--- src/timer_map.svh ---
// Register indices, field positions, reset values, reload start count and bus answer codes of the timer
`ifndef TIMER_MAP_SVH
`define TIMER_MAP_SVH

// Register indices; the byte address on the bus is four times the index
`define IDX_COUNT_HIGH 12'hf00
`define IDX_COUNT_LOW 12'hf01
`define IDX_RELOAD_HIGH 12'hf02
`define IDX_RELOAD_LOW 12'hf03
`define IDX_CAPTURE_HIGH 12'hf04
`define IDX_CAPTURE_LOW 12'hf05
`define IDX_CONTROL 12'hf07
`define IDX_STATUS 12'hf08

// Control register fields
`define CTL_ENABLE_BIT 0
`define CTL_MODE_LSB 1
`define CTL_MODE_MSB 2
`define CTL_POLARITY_BIT 3
`define CTL_PRESCALE_LSB 4
`define CTL_PRESCALE_MSB 6
`define CTL_OUT_LEVEL_BIT 7
`define CTL_OUT_ENABLE_BIT 8
`define CTL_WIDTH 9

// Status register fields
`define STS_STARTED_BIT 0
`define STS_OUT_LEVEL_BIT 1
`define STS_INPUT_LEVEL_BIT 2

// Reset values
`define RST_COUNT 16'h0000
`define RST_RELOAD 16'hffff
`define RST_CAPTURE 16'h0000
`define RST_CONTROL 9'h000

// Count loaded at every reload
`define RELOAD_START 16'h0001

// Bus answers
`define RESP_OKAY 2'b00
`define RESP_SLVERR 2'b10

`endif

--- src/timer_pkg.sv ---
// Types shared by the timer modules
package timer_pkg;

  typedef enum logic [1:0] {
    MODE_CAPTURE,
    MODE_COMPARE,
    MODE_GATED,
    MODE_CAPTURE_COMPARE
  } mode_e;

  typedef logic [15:0] count_t;

endpackage

--- src/timer_event_if.sv ---
// Carrier for prescale ticks and timer input events between timer modules
`timescale 1ns/1ns
interface timer_event_if;
  logic tick;
  logic level;
  logic rise;
  logic fall;

  modport prescaler (output tick);
  modport sampler (output level, output rise, output fall);
  modport core (input tick, input level, input rise, input fall);
endinterface

--- src/timer_prescaler.sv ---
// Prescaler giving one tick every 2^n system clocks while the timer runs
`timescale 1ns/1ns
module timer_prescaler #(
  parameter int PRESCALE_BITS = 3
) (
  input wire logic aclk,
  input wire logic aresetn,
  input wire logic run,
  input wire logic [PRESCALE_BITS-1:0] prescale,
  timer_event_if.prescaler evt
);
  localparam int DIV_BITS = (1 << PRESCALE_BITS) - 1;

  logic [DIV_BITS-1:0] div;

  function automatic logic [DIV_BITS-1:0] div_mask(input logic [PRESCALE_BITS-1:0] n);
    logic [DIV_BITS:0] one;
    one = '0;
    one[n] = 1'b1;
    div_mask = DIV_BITS'(one - 1'b1);
  endfunction

  // Restart on enable so the first pass has its full length
  always_ff @(posedge aclk) begin
    if (!aresetn || !run) begin
      div <= '0;
    end else if ((div & div_mask(prescale)) == div_mask(prescale)) begin
      div <= '0;
    end else begin
      div <= div + 1'b1;
    end
  end

  assign evt.tick = run && ((div & div_mask(prescale)) == div_mask(prescale));
endmodule

--- src/timer_input_sampler.sv ---
// Two-stage synchroniser and edge detector for the timer input pin
`timescale 1ns/1ns
module timer_input_sampler (
  input wire logic aclk,
  input wire logic aresetn,
  input wire logic pin,
  timer_event_if.sampler evt
);
  logic meta;
  logic sync;
  logic last;

  always_ff @(posedge aclk) begin
    if (!aresetn) begin
      meta <= 1'b0;
      sync <= 1'b0;
      last <= 1'b0;
    end else begin
      meta <= pin;
      sync <= meta;
      last <= sync;
    end
  end

  assign evt.level = sync;
  assign evt.rise = sync && !last;
  assign evt.fall = !sync && last;
endmodule

--- src/timer_capture_compare_gated.sv ---
// Timer with capture, compare, gated and capture/compare modes behind AXI4-Lite
// Contract
// - Capture mode: selected input edge copies count into capture pair.
// - Capture mode: polarity bit picks rising or falling capture edge.
// - Capture mode: each capture interrupts; counter keeps counting, not reset.
// - Capture mode: count reaching reload interrupts and keeps counting.
// - Compare mode: count equal to compare value interrupts, no reset.
// - Compare mode: output enabled toggles at each compare match.
// - Compare mode: count wraps from ffff to 0000 and continues.
// - Gated mode: counts only while input is at polarity-selected level.
// - Gated mode: interrupt when input leaves active level, and on reload.
// - Gated mode: at reload interrupt, load 0001, resume if gate active.
// - Gated mode: output enabled toggles at each reload.
// - Gated mode: written start count applies to first pass only.
// - Capture/compare: idle until first qualifying edge; it starts silently.
// - Capture/compare: later edges capture, interrupt, load 0001, continue.
// - Capture/compare: reaching compare value interrupts, loads 0001, continues.
// - Enabled: high byte read latches low byte; low read returns it.
// - Disabled: low byte read returns live counter.
// - Count reads never disturb counting, interrupts or output.
// - Counter advances on system clock divided by prescale factor.
// - Output toggles at each counter reload where a mode reloads.
// - Reload high write is held; low write commits both bytes.
// - Count byte write loads that byte next edge; counting continues.
//
// Local design decisions: the placing of the registers and the AXI4-Lite slave port.
`timescale 1ns/1ns
`include "timer_map.svh"
module timer_capture_compare_gated
  import timer_pkg::*;
#(
  parameter int ADDR_WIDTH = 14,
  parameter int PRESCALE_BITS = 3
) (
  input wire logic aclk,
  input wire logic aresetn,
  input wire logic [ADDR_WIDTH-1:0] s_axi_awaddr,
  input wire logic [2:0] s_axi_awprot,
  input wire logic s_axi_awvalid,
  output logic s_axi_awready,
  input wire logic [31:0] s_axi_wdata,
  input wire logic [3:0] s_axi_wstrb,
  input wire logic s_axi_wvalid,
  output logic s_axi_wready,
  output logic [1:0] s_axi_bresp,
  output logic s_axi_bvalid,
  input wire logic s_axi_bready,
  input wire logic [ADDR_WIDTH-1:0] s_axi_araddr,
  input wire logic [2:0] s_axi_arprot,
  input wire logic s_axi_arvalid,
  output logic s_axi_arready,
  output logic [31:0] s_axi_rdata,
  output logic [1:0] s_axi_rresp,
  output logic s_axi_rvalid,
  input wire logic s_axi_rready,
  input wire logic timer_in,
  output logic timer_out,
  output logic timer_out_en,
  output logic timer_irq
);
  timer_event_if evt ();

  // Registers
  count_t count;
  count_t reload;
  count_t capture;
  logic [7:0] reload_high_hold;
  logic [7:0] count_low_hold;
  logic [`CTL_WIDTH-1:0] control;
  logic started;

  // Bus write side
  logic aw_full;
  logic w_full;
  logic [11:0] aw_index;
  logic [31:0] w_data;
  logic [3:0] w_strb;
  logic wr_fire;
  logic wr_lane0;
  logic wr_lane1;

  // Datapath
  count_t next_count;
  count_t next_capture;
  logic next_started;
  logic irq_event;
  logic toggle_event;
  logic enable;
  mode_e mode;
  logic polarity;
  logic trigger_edge;
  logic gate_active;
  logic gate_release;
  logic [11:0] ar_index;
  logic ar_fire;

  function automatic logic [11:0] reg_index(input logic [ADDR_WIDTH-1:0] addr);
    reg_index = 12'(addr >> 2);
  endfunction

  function automatic logic is_mapped(input logic [11:0] idx);
    is_mapped = (idx >= `IDX_COUNT_HIGH && idx <= `IDX_CAPTURE_LOW)
      || idx == `IDX_CONTROL || idx == `IDX_STATUS;
  endfunction

  assign enable = control[`CTL_ENABLE_BIT];
  assign mode = mode_e'(control[`CTL_MODE_MSB:`CTL_MODE_LSB]);
  assign polarity = control[`CTL_POLARITY_BIT];

  timer_prescaler #(
    .PRESCALE_BITS(PRESCALE_BITS)
  ) u_prescaler (
    .aclk(aclk),
    .aresetn(aresetn),
    .run(enable),
    .prescale(control[`CTL_PRESCALE_MSB:`CTL_PRESCALE_LSB]),
    .evt(evt.prescaler)
  );

  timer_input_sampler u_sampler (
    .aclk(aclk),
    .aresetn(aresetn),
    .pin(timer_in),
    .evt(evt.sampler)
  );

  // Input qualification by polarity
  assign trigger_edge = polarity ? evt.rise : evt.fall;
  assign gate_active = (evt.level == polarity);
  assign gate_release = polarity ? evt.fall : evt.rise;

  // Write channel: address and data are taken in either order
  assign s_axi_awready = !aw_full && !s_axi_bvalid;
  assign s_axi_wready = !w_full && !s_axi_bvalid;
  assign wr_fire = aw_full && w_full && !s_axi_bvalid;
  assign wr_lane0 = wr_fire && w_strb[0];
  assign wr_lane1 = wr_fire && w_strb[1];

  always_ff @(posedge aclk) begin
    if (!aresetn) begin
      aw_full <= 1'b0;
      aw_index <= 12'h000;
    end else if (s_axi_awvalid && s_axi_awready) begin
      aw_full <= 1'b1;
      aw_index <= reg_index(s_axi_awaddr);
    end else if (wr_fire) begin
      aw_full <= 1'b0;
    end
  end

  always_ff @(posedge aclk) begin
    if (!aresetn) begin
      w_full <= 1'b0;
      w_data <= 32'h0000_0000;
      w_strb <= 4'h0;
    end else if (s_axi_wvalid && s_axi_wready) begin
      w_full <= 1'b1;
      w_data <= s_axi_wdata;
      w_strb <= s_axi_wstrb;
    end else if (wr_fire) begin
      w_full <= 1'b0;
    end
  end

  always_ff @(posedge aclk) begin
    if (!aresetn) begin
      s_axi_bvalid <= 1'b0;
      s_axi_bresp <= `RESP_OKAY;
    end else if (wr_fire) begin
      s_axi_bvalid <= 1'b1;
      s_axi_bresp <= is_mapped(aw_index) && aw_index != `IDX_STATUS ? `RESP_OKAY : `RESP_SLVERR;
    end else if (s_axi_bready) begin
      s_axi_bvalid <= 1'b0;
    end
  end

  // Read channel: one outstanding read, answered the cycle after it is taken
  assign s_axi_arready = !s_axi_rvalid;
  assign ar_fire = s_axi_arvalid && s_axi_arready;
  assign ar_index = reg_index(s_axi_araddr);

  always_ff @(posedge aclk) begin
    if (!aresetn) begin
      s_axi_rvalid <= 1'b0;
      s_axi_rdata <= 32'h0000_0000;
      s_axi_rresp <= `RESP_OKAY;
    end else if (ar_fire) begin
      s_axi_rvalid <= 1'b1;
      s_axi_rresp <= is_mapped(ar_index) ? `RESP_OKAY : `RESP_SLVERR;
      unique case (ar_index)
        `IDX_COUNT_HIGH: s_axi_rdata <= {24'h000000, count[15:8]};
        `IDX_COUNT_LOW: s_axi_rdata <= {24'h000000, enable ? count_low_hold : count[7:0]};
        `IDX_RELOAD_HIGH: s_axi_rdata <= {24'h000000, reload[15:8]};
        `IDX_RELOAD_LOW: s_axi_rdata <= {24'h000000, reload[7:0]};
        `IDX_CAPTURE_HIGH: s_axi_rdata <= {24'h000000, capture[15:8]};
        `IDX_CAPTURE_LOW: s_axi_rdata <= {24'h000000, capture[7:0]};
        `IDX_CONTROL: s_axi_rdata <= {23'h000000, control};
        `IDX_STATUS: s_axi_rdata <= {29'h00000000, evt.level, timer_out, started};
        default: s_axi_rdata <= 32'h0000_0000;
      endcase
    end else if (s_axi_rready) begin
      s_axi_rvalid <= 1'b0;
    end
  end

  // Low byte snapshot taken by a high byte read; the counter itself is untouched
  always_ff @(posedge aclk) begin
    if (!aresetn) begin
      count_low_hold <= 8'h00;
    end else if (ar_fire && ar_index == `IDX_COUNT_HIGH && enable) begin
      count_low_hold <= count[7:0];
    end
  end

  // Counting, capture and reload events for each mode
  always_comb begin
    next_count = count;
    next_capture = capture;
    next_started = started;
    irq_event = 1'b0;
    toggle_event = 1'b0;
    if (wr_lane0 && aw_index == `IDX_CAPTURE_HIGH) begin
      next_capture[15:8] = w_data[7:0];
    end
    if (wr_lane0 && aw_index == `IDX_CAPTURE_LOW) begin
      next_capture[7:0] = w_data[7:0];
    end
    if (!enable) begin
      next_started = 1'b0;
    end else begin
      unique case (mode)
        MODE_CAPTURE: begin
          if (trigger_edge) begin
            next_capture = count;
            irq_event = 1'b1;
          end
          if (evt.tick) begin
            if (count == reload) begin
              irq_event = 1'b1;
            end
            next_count = count + 16'h0001;
          end
        end
        MODE_COMPARE: begin
          if (evt.tick) begin
            if (count == reload) begin
              irq_event = 1'b1;
              toggle_event = 1'b1;
            end
            next_count = count + 16'h0001;
          end
        end
        MODE_GATED: begin
          if (gate_release) begin
            irq_event = 1'b1;
          end
          if (evt.tick && gate_active) begin
            if (count == reload) begin
              next_count = `RELOAD_START;
              irq_event = 1'b1;
              toggle_event = 1'b1;
            end else begin
              next_count = count + 16'h0001;
            end
          end
        end
        MODE_CAPTURE_COMPARE: begin
          if (!started) begin
            if (trigger_edge) begin
              next_started = 1'b1;
            end
          end else if (trigger_edge) begin
            // An edge outranks a tick that would compare in the same cycle
            next_capture = count;
            next_count = `RELOAD_START;
            irq_event = 1'b1;
            toggle_event = 1'b1;
          end else if (evt.tick) begin
            if (count == reload) begin
              next_count = `RELOAD_START;
              irq_event = 1'b1;
              toggle_event = 1'b1;
            end else begin
              next_count = count + 16'h0001;
            end
          end
        end
      endcase
    end
    // A byte write lands on the next edge and counting resumes from it
    if (wr_lane0 && aw_index == `IDX_COUNT_HIGH) begin
      next_count[15:8] = w_data[7:0];
    end
    if (wr_lane0 && aw_index == `IDX_COUNT_LOW) begin
      next_count[7:0] = w_data[7:0];
    end
  end

  always_ff @(posedge aclk) begin
    if (!aresetn) begin
      count <= `RST_COUNT;
      capture <= `RST_CAPTURE;
      started <= 1'b0;
    end else begin
      count <= next_count;
      capture <= next_capture;
      started <= next_started;
    end
  end

  // Reload value changes as one 16-bit word on the low byte write
  always_ff @(posedge aclk) begin
    if (!aresetn) begin
      reload_high_hold <= 8'(`RST_RELOAD >> 8);
      reload <= `RST_RELOAD;
    end else if (wr_lane0 && aw_index == `IDX_RELOAD_HIGH) begin
      reload_high_hold <= w_data[7:0];
    end else if (wr_lane0 && aw_index == `IDX_RELOAD_LOW) begin
      reload <= {reload_high_hold, w_data[7:0]};
    end
  end

  // Control; the output level bit is also the live output state
  always_ff @(posedge aclk) begin
    if (!aresetn) begin
      control <= `RST_CONTROL;
    end else begin
      if (wr_lane0 && aw_index == `IDX_CONTROL) begin
        control[7:0] <= w_data[7:0];
      end
      if (wr_lane1 && aw_index == `IDX_CONTROL) begin
        control[`CTL_OUT_ENABLE_BIT] <= w_data[`CTL_OUT_ENABLE_BIT];
      end
      if (toggle_event && control[`CTL_OUT_ENABLE_BIT]) begin
        control[`CTL_OUT_LEVEL_BIT] <= !control[`CTL_OUT_LEVEL_BIT];
      end
    end
  end

  assign timer_out = control[`CTL_OUT_LEVEL_BIT];
  assign timer_out_en = control[`CTL_OUT_ENABLE_BIT];

  // Events in one cycle merge into a single request pulse
  always_ff @(posedge aclk) begin
    if (!aresetn) begin
      timer_irq <= 1'b0;
    end else begin
      timer_irq <= irq_event;
    end
  end
endmodule

--- config.mk ---
export PLATFORM = sky130hd
export DESIGN_NAME = timer_capture_compare_gated
export DESIGN_NICKNAME = d
export VERILOG_FILES = /design/src/timer_pkg.sv /design/src/timer_event_if.sv /design/src/timer_prescaler.sv /design/src/timer_input_sampler.sv /design/src/timer_capture_compare_gated.sv
export VERILOG_INCLUDE_DIRS = /design/src
export SDC_FILE = /design/constraint.sdc
export NUM_CORES = 1
export LEC_CHECK = 0
export CORE_MARGIN = 8
export CORE_UTILIZATION = 48
export CTS_CLUSTER_DIAMETER = 30
export DETAILED_ROUTE_END_ITERATION = 7
export DONT_BUFFER_PORTS = 1
export PLACE_DENSITY = 0.75
export SLEW_MARGIN = 25
export SYNTH_ARGS = -nofsm -noshare
export SYNTH_HDL_FRONTEND = slang
export SYNTH_SLANG_ARGS = --single-unit
--- constraint.sdc ---
create_clock -name aclk -period 2.6 [get_ports aclk]
set_input_delay 0.52 -clock aclk [delete_from_list [all_inputs] [get_ports aclk]]
set_output_delay 0.52 -clock aclk [all_outputs]
set_load 0.02 [all_outputs]
# After elaboration in Yosys (flattened, before gate mapping)
# Cells that the tools add are included.
dict set report word_totals {
  regBits 148
  latch_bits 0
  mem_bits_rw 0
  rom_bits 0
  in_bits 78
  elab_cells 171
  mem_count 0
}
dict set report op_classes {
  add_sub_neg 3
  mul 0
  div 0
  n_lt_le_gt_ge 6
  eq_ne 31
  shift 0
  n_mux 48
  bitwise 2
  reduce_logical 56
}
# cell n
set op_table {}
lappend op_table {{12-bit == test (second input constant)} 16}
lappend op_table {{16-bit two-way mux} 10}
lappend op_table {{9-bit one-hot mux with 8 select lines} 1}
lappend op_table {{8-bit two-way mux} 6}
lappend op_table {{16-bit one-hot mux with 3 select lines} 1}
lappend op_table {{16-bit one-hot mux with 2 select lines} 1}
lappend op_table {{1-bit logical AND} 28}
lappend op_table {{12-bit greater-or-equal comparator (second input constant)} 2}
lappend op_table {{12-bit less-or-equal comparator (second input constant)} 2}
lappend op_table {{1-bit two-way mux} 24}
lappend op_table {{16-bit by 1-bit adder with 16-bit output (second input constant)} 1}
lappend op_table {{16-bit == test} 1}
lappend op_table {{2-bit nonzero test} 7}
lappend op_table {{12-bit inequality test (second input constant)} 1}
lappend op_table {{3-bit inequality test (second input constant)} 4}
lappend op_table {{5-bit AND reduction} 2}
lappend op_table {{1-bit zero test} 9}
lappend op_table {{4-bit inequality test (second input constant)} 2}
lappend op_table {{7-bit by 1-bit adder with 7-bit output (second input constant)} 1}
lappend op_table {{7-bit AND} 1}
lappend op_table {{7-bit == test} 1}
lappend op_table {{7-bit by 1-bit subtractor with 7-bit output (second input constant)} 1}
lappend op_table {{3-bit by 1-bit inequality test with 1-bit output (second input constant)} 2}
lappend op_table {{1-bit logical OR} 5}
lappend op_table {{13 further kinds} 17}

# Longest topological paths before layout
# Gate-level depths: netlist (run 1).
dict set report depth {
  word_depth 15
  ltp_mapped 11
}

# By module
# A second synthesis (run 1) with hierarchy kept.
dict set report unflattened {
  hier_cells 801
  area_unflattened_um2 6632.6
}
# mod n_inst cells_per_inst area_per_inst_um2 seq_area_each_um2
set modules_own_cells {}
lappend modules_own_cells {timer_capture_compare_gated 1 738 6044.5 2262.2}
lappend modules_own_cells {timer_prescaler 1 55 496.7 140.1}
lappend modules_own_cells {timer_input_sampler 1 8 91.3 60.1}

# Least setup slack after synthesis (run 1)
# No wires, ideal clock.
dict set report synth_timing {
  kind {register -> register}
  from {register control[5]}
  to {register count[4]}
  arrival_ns 2.794
  required_time_ns 2.541
  path_slack_ns -0.253
  path_stages_with_launch 11
  synth_period_minus_slack_ns 2.853
  cell_sequence {dfxtp_1 > buf_6 > or3_1 > ha_1 > or4b_1 > o221ai_1 > a2111oi_4 > a41oi_4 > or4b_4 > o31ai_1 > a31o_1}
}
dict set report synth_between {
  elab_chain_cells 11
  word_cells_on_any_way 14
  classes_between {add/sub: 1; order compare: 2; eq/ne: 4; mux: 2; bitwise: 1; reduce/logical: 4}
}
# element line
set synth_rtl {}
lappend synth_rtl {{start, declared} timer_capture_compare_gated.sv:69} ;# logic [`CTL_WIDTH-1:0] control;
lappend synth_rtl {{start signal, assigned} timer_capture_compare_gated.sv:326} ;# control <= `RST_CONTROL;
lappend synth_rtl {{start signal, assigned} timer_capture_compare_gated.sv:329} ;# control[7:0] <= w_data[7:0];
lappend synth_rtl {{start signal, assigned by index} timer_capture_compare_gated.sv:332} ;# control[`CTL_OUT_ENABLE_BIT] <= w_data[`CTL_OUT_ENABLE_BIT];
lappend synth_rtl {{3-bit by 4-bit less-than comparator with 1-bit output (not written as such) or 3-bit by 1-bit greater-or-equal comparator with 1-bit output (tied branches)} timer_prescaler.sv:19} ;# one[n] = 1'b1;
lappend synth_rtl {{1-bit logical AND (not written as such)} timer_prescaler.sv:19}
lappend synth_rtl {{1-bit two-way mux (not written as such)} timer_prescaler.sv:19}
lappend synth_rtl {{1-bit demux with 3-bit select (*)} --}
lappend synth_rtl {{7-bit by 1-bit subtractor with 7-bit output (*)} timer_prescaler.sv:20} ;# div_mask = DIV_BITS'(one - 1'b1);
lappend synth_rtl {{7-bit AND} timer_prescaler.sv:34} ;# assign evt.tick = run && ((div & div_mask(prescale)) == div_mask(prescale));
lappend synth_rtl {{7-bit == test (*)} timer_prescaler.sv:34}
lappend synth_rtl {{1-bit logical AND (*)} timer_prescaler.sv:34}
lappend synth_rtl {{1-bit logical AND} timer_capture_compare_gated.sv:257} ;# if (evt.tick && gate_active) begin
lappend synth_rtl {{3-bit inequality test (no line)} --}
lappend synth_rtl {{5-bit AND reduction (no line) (*)} --}
lappend synth_rtl {{end signal, assigned} timer_capture_compare_gated.sv:301} ;# count <= `RST_COUNT;
lappend synth_rtl {{end signal, assigned} timer_capture_compare_gated.sv:305} ;# count <= next_count;
lappend synth_rtl {{end, declared} timer_capture_compare_gated.sv:64} ;# count_t count;
# Mark *: on every way between the ends. The rest lies on a longest branch, timed or not.
# A chain may end at the register's enable or synchronous reset.

# Worst setup path after layout (run 1)
dict set report layout_timing {
  from {register control[4]}
  to {register count[3]}
}
# Same word-level chain as after synthesis.

==> flow_summary_export.csv, run 1 <==
group,metric,value,unit
grt,grt_overflow,0,
pwr,power,4.55,mW
logic_synthesis,synth_area_leaders,"dfxtp_1 37%, nand2_1 8.7%, mux2i_1 5.1%, a21boi_0 4.6%, o21ai_0 3.9%",
timing,layout_setup_ws,-75.4,ps
grt,grt_pass1_vias,5446,
pwr,power_density,600,mW/mm^2
outcome,outcome,"finished, violations left",
layout,final_cells,999,
timing,hold_violations,0,
route,vias,5634,
timing,report.final.setup_viol,5,
logic_synthesis,yosysUniqueCellTypes,63,
timing,layout_worst_path_cycle_share,103,%
setup_path,end_kind,"flip-flop",
timing,clock_skew,6.96,ps
timing,final_max_slew_viol_count,0,
floorplan,die_h,133,microns
place,dp_slack,-76.7,ps
setup_path,critical_path_arrival,3040,ps
grt,grt_usage,20.0,%
place,gp_congestion,0.984,
logic_synthesis,yosys_warnings,0,
layout,final_nets,891,
logic_synthesis,syn_avg_cell_area,8.37,sq um
pwr,ir_drop,0.000436,V
clock_tree,clk_latency,420,ps
layout,syn2layout_area_growth,14.5,%
logic_synthesis,ys_async_sr_fraction,0,%
place,hpwlAfterDp,12.1,mm
timing,max_freq,374,MHz
clock_tree,clk_transition_reported_paths,60,ps
floorplan,rows,43,
setup_path,path_class,"flip-flop to flip-flop",
layout,fin_util,55.5,%
logic_synthesis,synth_common_cells,"153 x nand2_1, 123 x dfxtp_1, 52 x o21ai_0",
logic_synthesis,yosysSeqAreaShare,37.2,%
timing,max-slew-margin-rel,60.3,%
outcome,failed_checks,"negative setup slack",
timing,worst_slew_pin_slew,595,ps
grt,grt_first_pass_wirelength,28.5,mm
logic_synthesis,syn_inst,792,
timing,rsz0062_at_grt,"true",
timing,timing.hold.ws,241,ps
clock_tree,cts.path.max_buffers,2,
place,port_buffers,0,
timing,period_minus_slack,2680,ps
route,drc,0,
layout,layout-drive-gt1-share,14.9,%
pwr,p_leak,2.80,nW
logic_synthesis,synth_top_area_share,37.2,%
logic_synthesis,synth_area,0.00663,sq mm
place,placedCellCount,965,
route,wire_per_inst,17.4,microns
route,via_per_inst,5.64,
setup_path,max_stage_delay,630,ps
floorplan,start_util,48.5,%
run,maxCapViolCount,0,
clock_tree,cts_tree,"done",
grt,antenna_found_initial,0,
logic_synthesis,yosysMostFrequentCell,"nand2_1",
logic_synthesis,synthFlopType,"dfxtp_1",
layout,design_area,0.00759,sq mm
logic_synthesis,synth_seq_cells,123,
logic_synthesis,synth-edff-count,0,
logic_synthesis,netlist.top_cell.by_area,"dfxtp_1",
setup_path,required,2960,ps
place,place_area,0.00690,sq mm
grt,grt_max_degree,124,
route,drt-total-wl,17.4,mm
route,dr.pass1.iters,5,
setup_path,path_max_fanout,5,
floorplan,die-area,0.0178,sq mm
route,postRouteAntennaNets,0,
clock_tree,root_buffer,"clkbuf_16",
floorplan,io_pins,122,
route,initialDrtViolationCount,491,
clock_tree,clock-sinks,123,
setup_path,slowest_stage,"or4b_4",
setup_path,crit_chain,"or3_4 -> ha_4 -> nand4b_1 -> a21boi_2 -> a2111oi_4 -> a41oi_4 -> or4b_4 -> o31ai_2 -> a31o_1",
worst_hold_path,hp-class,"primary input to flip-flop",
floorplan,core-area,0.0137,sq mm
clock_tree,htreeDepth,4,
floorplan,die_w,133,microns
clock_tree,numCtsBuffers,17,
setup_path,cp-start-kind,"flip-flop",
timing,tns,-252,ps
## power breakdown
| group | leakage (nW) | total [mW] | switching, mW | internal, mW |
|---|---|---|---|---|
| clock | 0.296 | 2.42 | 0.826 | 1.60 |
| combinational | 1.50 | 0.153 | 0.0976 | 0.0557 |
| sequential | 0.998 | 1.98 | 0.0564 | 1.92 |
| total | 2.80 | 4.55 | 0.980 | 3.57 |
## per-layer routing
layer	global-route usage, %	vias up	share of wire [%]	wire length, microns
li1	-	2738	-	-
met1	24.8	2609	43	7410
met2	30.5	242	45	7880
met3	6.14	45	8.6	1500
met4	10.5	0	3.5	608
met5	0	-	0	0
## what timing repair did
action                                  4_1_cts  5_1_grt
hold buffers                                  0        0
gates resized for setup                       2       13
endpoints found under the setup margin        7       17
pin swaps                                     0        4
setup buffers                                 1        2
## cell type report
type	instances	area, sq um
clock inverters	7	113
diodes	1	2.50
fillers	1257	6080
repair buffers	45	345
inverters	12	45.0
clock buffers	24	492
flip-flops and latches	123	2460
multi-input cells	607	3900
well taps	180	225
## worst max-delay path: cells and delay by family, from the launching register on
kind / cells / cell delay (ps)
and+or+nand+nor: 3 / 1120
AOI/OAI and AO/OA: 5 / 1010
DFF: 1 / 310
adders and majority gates: 1 / 180
## final timing paths
check	slack [ps]	end	from	depth (start not counted)
min reg2reg	440	u_sampler.evt.level	u_sampler.meta	1
min	240	s_axi_rvalid	s_axi_arvalid	1
max	-80	count[3]	control[4]	9
max reg2reg	-80	count[3]	control[4]	9
## flip-flops by register name (all words and copies together), names as in the netlist
name / flops
reload_high_hold: 8
w_full: 1
reload: 16
u_sampler.evt.level: 1
u_sampler.meta: 1
s_axi_rresp: 1
count: 16
started: 1
w_data: 9
count_low_hold: 8
s_axi_rdata: 9
w_strb: 2
u_sampler.last: 1
control: 9
timer_irq: 1
aw_full: 1
u_prescaler.div: 7
s_axi_rvalid: 1
s_axi_bvalid: 1
aw_index: 12
capture: 16
s_axi_bresp: 1
## cells in the final DEF, fill, tap and decap left out, types with 7 or more instances in the layout
cell type	instances
nand2_1	153
dfxtp_1	121
o21ai_0	52
buf_4	43
a21boi_0	41
nor2_1	39
nand3_1	35
mux2i_1	34
conb_1	25
and2_1	24
xnor2_1	19
nor2b_1	18
clkbuf_16	17
a21oi_1	14
inv_1	12
nand3b_1	10
a21o_1	8
mux4_2	8
nand2b_1	7
a31oi_1	7
mux2_2	7
a22oi_1	7
## logic make-up after synthesis
kind of cell	after synthesis	share of synthesized area [%]
simple gates	336	25.1
compound gates	167	17.6
flops	123	37.2
buf+inv	86	6.72
mux	49	9.04
xor+xnor	23	3.04
fa+ha+maj	7	1.32
other cells	1	0.0566
No activity file was read; power rests on OpenSTA's default activity.
==> run 2, diff against run 1 <==
--- a/config.mk
+++ b/config.mk
@@ -6,6 +6,7 @@
 export SDC_FILE = /design/constraint.sdc
 export NUM_CORES = 1
 export LEC_CHECK = 0
+export ABC_AREA = 1
 export CORE_MARGIN = 8
 export CORE_UTILIZATION = 48
 export CTS_CLUSTER_DIAMETER = 30
==> flow_summary_export.csv, run 2 <==
group,metric,value,unit
clock_tree,cts.path.max_buffers,2,
timing,hold_violations,0,
layout,multi_input_area,0.00364,sq mm
pwr,ir_drop,0.000457,V
setup_path,cp-start-kind,"flip-flop",
timing,report.final.setup_viol,0,
logic_synthesis,syn_avg_cell_area,6.99,sq um
layout,reg.largest.list,"capture x16, count x16, reload x16",
logic_synthesis,synth_area,0.00681,sq mm
setup_path,regToRegSetupSlack,250,ps
outcome,outcome,"complete, no violations",
logic_synthesis,synthFlopType,"dfxtp_1",
timing,period_minus_slack,2350,ps
timing,max_freq,426,MHz
grt,grt_max_degree,62,
place,port_buffers,0,
worst_hold_path,hold_path_end,"u_sampler.meta",
pwr,clkPwrFrac,51.9,%
logic_synthesis,synth-edff-count,0,
place,dp_slack,20.8,ps
grt,grt_usage,21.5,%
logic_synthesis,yosysUniqueCellTypes,45,
pwr,combPwrFrac,5.0,%
layout,insertedDiodeCount,0,
worst_hold_path,holdPathStages,2,
timing,tns,0,ps
route,postRouteAntennaNets,0,
layout,final_cells,1172,
layout,design_area,0.00756,sq mm
floorplan,core-area,0.0139,sq mm
clock_tree,cts_resized,0,
timing,layout_worst_path_cycle_share,90.3,%
setup_path,reg2reg_from,"control[4]",
pwr,p_leak,3.12,nW
worst_hold_path,min_from,"timer_in",
timing,layout_setup_ws,251,ps
timing,max-slew-margin-rel,52.0,%
floorplan,io_pins,122,
route,initialDrtViolationCount,654,
route,drt-total-wl,19.5,mm
pwr,power_density,606,mW/mm^2
clock_tree,htreeDepth,4,
setup_path,required,2960,ps
setup_path,slowest_stage,"dfxtp_1",
setup_path,max_stage_delay,360,ps
setup_path,rr_worst_depth,14,
setup_path,crit_chain,"inv_1 -> nand2_1 -> ha_1 -> or2_2 -> nand2_1 -> nor2_1 -> nand2_2 -> nor2_4 -> nand2_4 -> a21oi_4 -> nand2_4 -> nand2_4 -> nand2_1 -> a21oi_2",
setup_path,worst_r2r_endpoint,"count[11]",
logic_synthesis,ys_async_sr_fraction,0,%
logic_synthesis,yosysSeqAreaShare,36.2,%
timing,worst_slew_pin_slew,719,ps
layout,final_common_cell,"nand2_1",
layout,regArea,0.00246,sq mm
layout,syn2layout_area_growth,11.0,%
floorplan,die_h,135,microns
logic_synthesis,synth_common_cells,"202 x nand2_1, 123 x dfxtp_1, 101 x inv_1",
logic_synthesis,synth_area_leaders,"dfxtp_1 36%, nand2_1 11%, a21oi_1 5.9%, inv_1 5.6%, nor2_1 4.7%",
logic_synthesis,syn_inst,974,
setup_path,end_kind,"flip-flop",
setup_path,path_class,"flip-flop to flip-flop",
logic_synthesis,synth_seq_cells,123,
logic_synthesis,yosys_warnings,0,
route,dr.pass1.iters,5,
logic_synthesis,synth_top_area_share,36.2,%
pwr,p_int,3.40,mW
pwr,power,4.58,mW
route,via_per_inst,5.56,
layout,layout_common_cells,"202 x nand2_1, 123 x dfxtp_1, 101 x inv_1",
worst_hold_path,hp-class,"primary input to flip-flop",
floorplan,rows,43,
grt,antenna_found_initial,0,
clock_tree,clock-sinks,123,
floorplan,die_w,135,microns
pwr,pwr-share-seq,43.2,%
clock_tree,cts_tree,"done",
floorplan,die-area,0.0182,sq mm
grt,grt_first_pass_wirelength,30.9,mm
place,hpwlAfterDp,14.4,mm
grt,grt_overflow,0,
place,placedCellCount,1140,
timing,rsz0062_at_grt,"false",
route,drc,0,
clock_tree,clk_latency,430,ps
clock_tree,post_cts.repair.setup_buffers,0,
timing,clock_skew,8.20,ps
run,maxCapViolCount,0,
setup_path,path_max_fanout,17,
setup_path,critical_path_arrival,2710,ps
clock_tree,hold_buffers,0,
layout,layout-drive-gt1-share,12.8,%
pwr,swShare,25.8,%
grt,grt_pass1_vias,5956,
logic_synthesis,yosysMostFrequentCell,"nand2_1",
route,vias,6511,
clock_tree,root_buffer,"clkbuf_16",
logic_synthesis,netlist.top_cell.by_area,"dfxtp_1",
place,place_area,0.00697,sq mm
layout,n_fill_cell,1365,
clock_tree,numCtsBuffers,17,
pwr,p_switching,1.18,mW
timing,timing.hold.ws,190,ps
layout,fin_util,54.5,%
route,wire_per_inst,16.6,microns
clock_tree,clk_transition_reported_paths,60,ps
timing,final_max_slew_viol_count,0,
place,gp_congestion,1.04,
layout,final_nets,1064,
floorplan,start_util,49.0,%
==> run 2: cell count changes in the layout (fill, tap and decap cells not counted), sizes merged, moves of 23 or more <==
cell / before / now
a21oi: 14 / 96
and2: 24 / 0
nand4: 4 / 27
nor2: 40 / 91
mux2i: 34 / 0
a21boi: 42 / 0
o21ai: 52 / 77
inv: 12 / 117
nand2: 153 / 217
==> run 2: kinds of logic after synthesis <==
group | synth area share, %
xor+xnor | 2.44
simple gates | 28.4
buf+inv | 11.8
compound gates | 19.8
other cells | 0.0551
flops | 36.2
fa+ha+maj | 1.29
==> run 2: worst max-delay path, delay by kind of cell (launching register included) <==
family / cells / cell delay, ps
AND/OR/NAND/NOR: 10 / 1150
buffers and inverters: 1 / 180
flip-flops: 1 / 360
adder cells (fa/ha/maj): 1 / 270
AO/OA/AOI/OAI: 2 / 280
==> run 2: worst max-delay path by stage <==
stage,start,endpoint,slack [ps],depth (start not counted)
floorplan,control[6],count[5],550,15
global placement,count[3],count[15],120,12
detailed placement,count[3],count[15],20,12
CTS,count[3],count[15],40,12
global route,control[4],count[10],70,16
finish,control[4],count[11],250,14
==> run 2: power groups by stage <==
stage | combinational, mW | sequential [mW] | clock [mW]
floorplan | 0.219 | 2.00 | 0
global placement | 0.219 | 2.02 | 0
detailed placement | 0.223 | 2.02 | 0
CTS | 0.224 | 1.98 | 2.40
global route | 0.251 | 1.98 | 2.48
finish | 0.227 | 1.98 | 2.38
==> run 2: cell type report <==
type / instances / share of cell area, %
timing repair buffer: 28 / 2.95
inverter: 113 / 5.61
tap: 180 / 2.98
multi-input combinational: 696 / 48.1
sequential: 123 / 32.6
clock inverter: 15 / 2.15
clock buffer: 17 / 5.63
==> run 2: layer usage <==
layer  wire, microns  track usage, %  vias up
li1                -               -     3204
met1            8520            28.3     2980
met2            8370            31.4      275
met3            1840            6.28       52
met4             720            10.4        0
met5               0               0        -
==> run 3, diff against run 2 <==
==> constraint.sdc (replaced) <==
create_clock -name aclk -period 2.6 [get_ports aclk]
set_input_delay 0.52 -clock aclk [delete_from_list [all_inputs] [get_ports aclk]]
set_output_delay 0.52 -clock aclk [all_outputs]
set_load 0.1 [all_outputs]
==> flow_summary_export.csv, run 3 (same netlist as run 2, synthesis figures left out) <==
group,metric,value,unit
outcome,outcome,"complete, no violations",
setup_path,path_class,"flip-flop to flip-flop",
route,drc,0,
clock_tree,hold_buffers,0,
clock_tree,root_buffer,"clkbuf_16",
setup_path,reg2reg_from,"control[4]",
clock_tree,cts_resized,0,
layout,layout-drive-gt1-share,14.5,%
setup_path,critPathCapture,"count[12]",
clock_tree,htreeDepth,4,
timing,report.final.setup_viol,0,
clock_tree,clk_transition_reported_paths,50,ps
setup_path,slowest_stage,"dfxtp_1",
setup_path,crit_top_cell,"nand2_1",
layout,syn2layout_area_growth,13.2,%
clock_tree,cts_tree,"done",
clock_tree,numCtsBuffers,17,
route,postRouteAntennaNets,0,
place,place_area,0.00709,sq mm
layout,reg.largest.list,"capture x16, count x16, reload x16",
setup_path,max_stage_delay,450,ps
worst_hold_path,hp-class,"primary input to flip-flop",
pwr,p_leak,3.21,nW
floorplan,die_w,135,microns
setup_path,worst_r2r_endpoint,"count[12]",
clock_tree,clk_latency,430,ps
pwr,ir_drop,0.000494,V
pwr,power_density,627,mW/mm^2
clock_tree,post_cts.repair.setup_buffers,0,
timing,hold_violations,0,
setup_path,required,2960,ps
layout,design_area,0.00770,sq mm
route,vias,6477,
floorplan,die-area,0.0182,sq mm
floorplan,core-area,0.0139,sq mm
layout,insertedDiodeCount,0,
grt,antenna_found_initial,0,
layout,final_common_cell,"nand2_1",
layout,n_fill_cell,1342,
setup_path,cp-start-kind,"flip-flop",
route,drt-total-wl,19.4,mm
place,gp_congestion,0.988,
setup_path,crit_chain,"inv_1 -> nand2_1 -> ha_1 -> inv_1 -> nand4_1 -> nand2_1 -> nand2_1 -> nand2_2 -> nor2_4 -> nand2_4 -> o21ai_4 -> nand2_4 -> nand2_4 -> nand2_1 -> a21oi_2",
setup_path,end_kind,"flip-flop",
timing,clock_skew,8.42,ps
grt,grt_first_pass_wirelength,31.1,mm
setup_path,worstSetupStartpoint,"control[4]",
timing,period_minus_slack,2390,ps
timing,worst_slew_pin_slew,704,ps
route,initialDrtViolationCount,716,
place,dp_slack,94.1,ps
setup_path,critical_path_arrival,2750,ps
timing,final_max_slew_viol_count,0,
place,hpwlAfterDp,14.3,mm
floorplan,die_h,135,microns
timing,layout_worst_path_cycle_share,92.0,%
timing,max_freq,418,MHz
timing,layout_setup_ws,207,ps
floorplan,rows,43,
grt,grt_overflow,0,
setup_path,rr_worst_depth,15,
setup_path,regToRegSetupSlack,210,ps
floorplan,io_pins,122,
route,via_per_inst,5.45,
route,wire_per_inst,16.3,microns
timing,rsz0062_at_grt,"false",
clock_tree,cts.path.max_buffers,2,
grt,grt_max_degree,62,
grt,grt_pass1_vias,6000,
layout,layout_common_cells,"202 x nand2_1, 122 x dfxtp_1, 100 x inv_1",
route,dr.pass1.iters,5,
clock_tree,clock-sinks,123,
grt,grt_usage,21.6,%
place,port_buffers,0,
layout,final_nets,1081,
setup_path,path_max_fanout,17,
run,maxCapViolCount,0,
floorplan,start_util,49.0,%
timing,max-slew-margin-rel,52.9,%
timing,tns,0,ps
==> run 3: cell count changes in the layout (fill, tap and decap cells not counted), moves of 2 or more <==
cell,previous run,this run
clkinv_2,2,0
inv_6,5,2
nor2_1,86,84
nor2_2,3,5
buf_4,27,45
==> run 3: stage by stage <==
| step | power [mW] | std cells | hold WS, ps | util, % |
|---|---|---|---|---|
| final | 4.83 | 1188 | 194 | 55.5 |
| after global routing | 4.97 | 1188 | 174 | 55.5 |
| after CTS | 4.84 | 1188 | 174 | 55.5 |
| after detailed placement | 2.43 | 1157 | 403 | 51.1 |
| after global placement | 2.42 | 1157 | 400 | 51.1 |
| after floorplan | 2.40 | 998 | 390 | - |
==> run 3: cell type report <==
cell class / count / area (sq um) / area share (%)
clock inverter: 12 / 165 / 2.14
multi-input combinational: 696 / 3640 / 47.3
clock buffer: 19 / 443 / 5.75
inverter: 113 / 428 / 5.55
timing repair buffer: 45 / 338 / 4.39
sequential: 123 / 2460 / 32.0
tap: 180 / 225 / 2.92
==> run 3: where the power goes <==
group | internal [mW] | switching (mW)
logic | 0.0551 | 0.363
clock network | 1.54 | 0.905
registers | 1.93 | 0.0453
total | 3.52 | 1.31
==> run 3: worst min-delay path by stage <==
stage | start | endpoint | slack, ps | cells past startpoint
after floorplan | u_sampler.meta | u_sampler.evt.level | 390 | 2
after global placement | u_sampler.meta | u_sampler.evt.level | 400 | 2
after detailed placement | u_sampler.meta | u_sampler.evt.level | 400 | 2
after CTS | aresetn | reload[8] | 170 | 1
after global routing | aresetn | reload[8] | 170 | 1
final | timer_in | u_sampler.meta | 190 | 2
==> run 3: routing by layer <==
| layer | routed length, microns | GRT usage [%] | vias to the layer above |
|---|---|---|---|
| met1 | 8410 | 28.6 | 2923 |
| li1 | - | - | 3230 |
| met4 | 531 | 9.56 | 0 |
| met2 | 8460 | 32.1 | 282 |
| met3 | 2020 | 5.87 | 42 |
| met5 | 0 | 0 | - |
==> run 3: worst max-delay path, delay by kind of cell, from the launching register on <==
family	cells	cell delay [ps]
and+or+nand+nor	10	1090
adders and majority gates	1	200
AOI/OAI and AO/OA	2	290
DFF	1	450
buffers and inverters	2	270
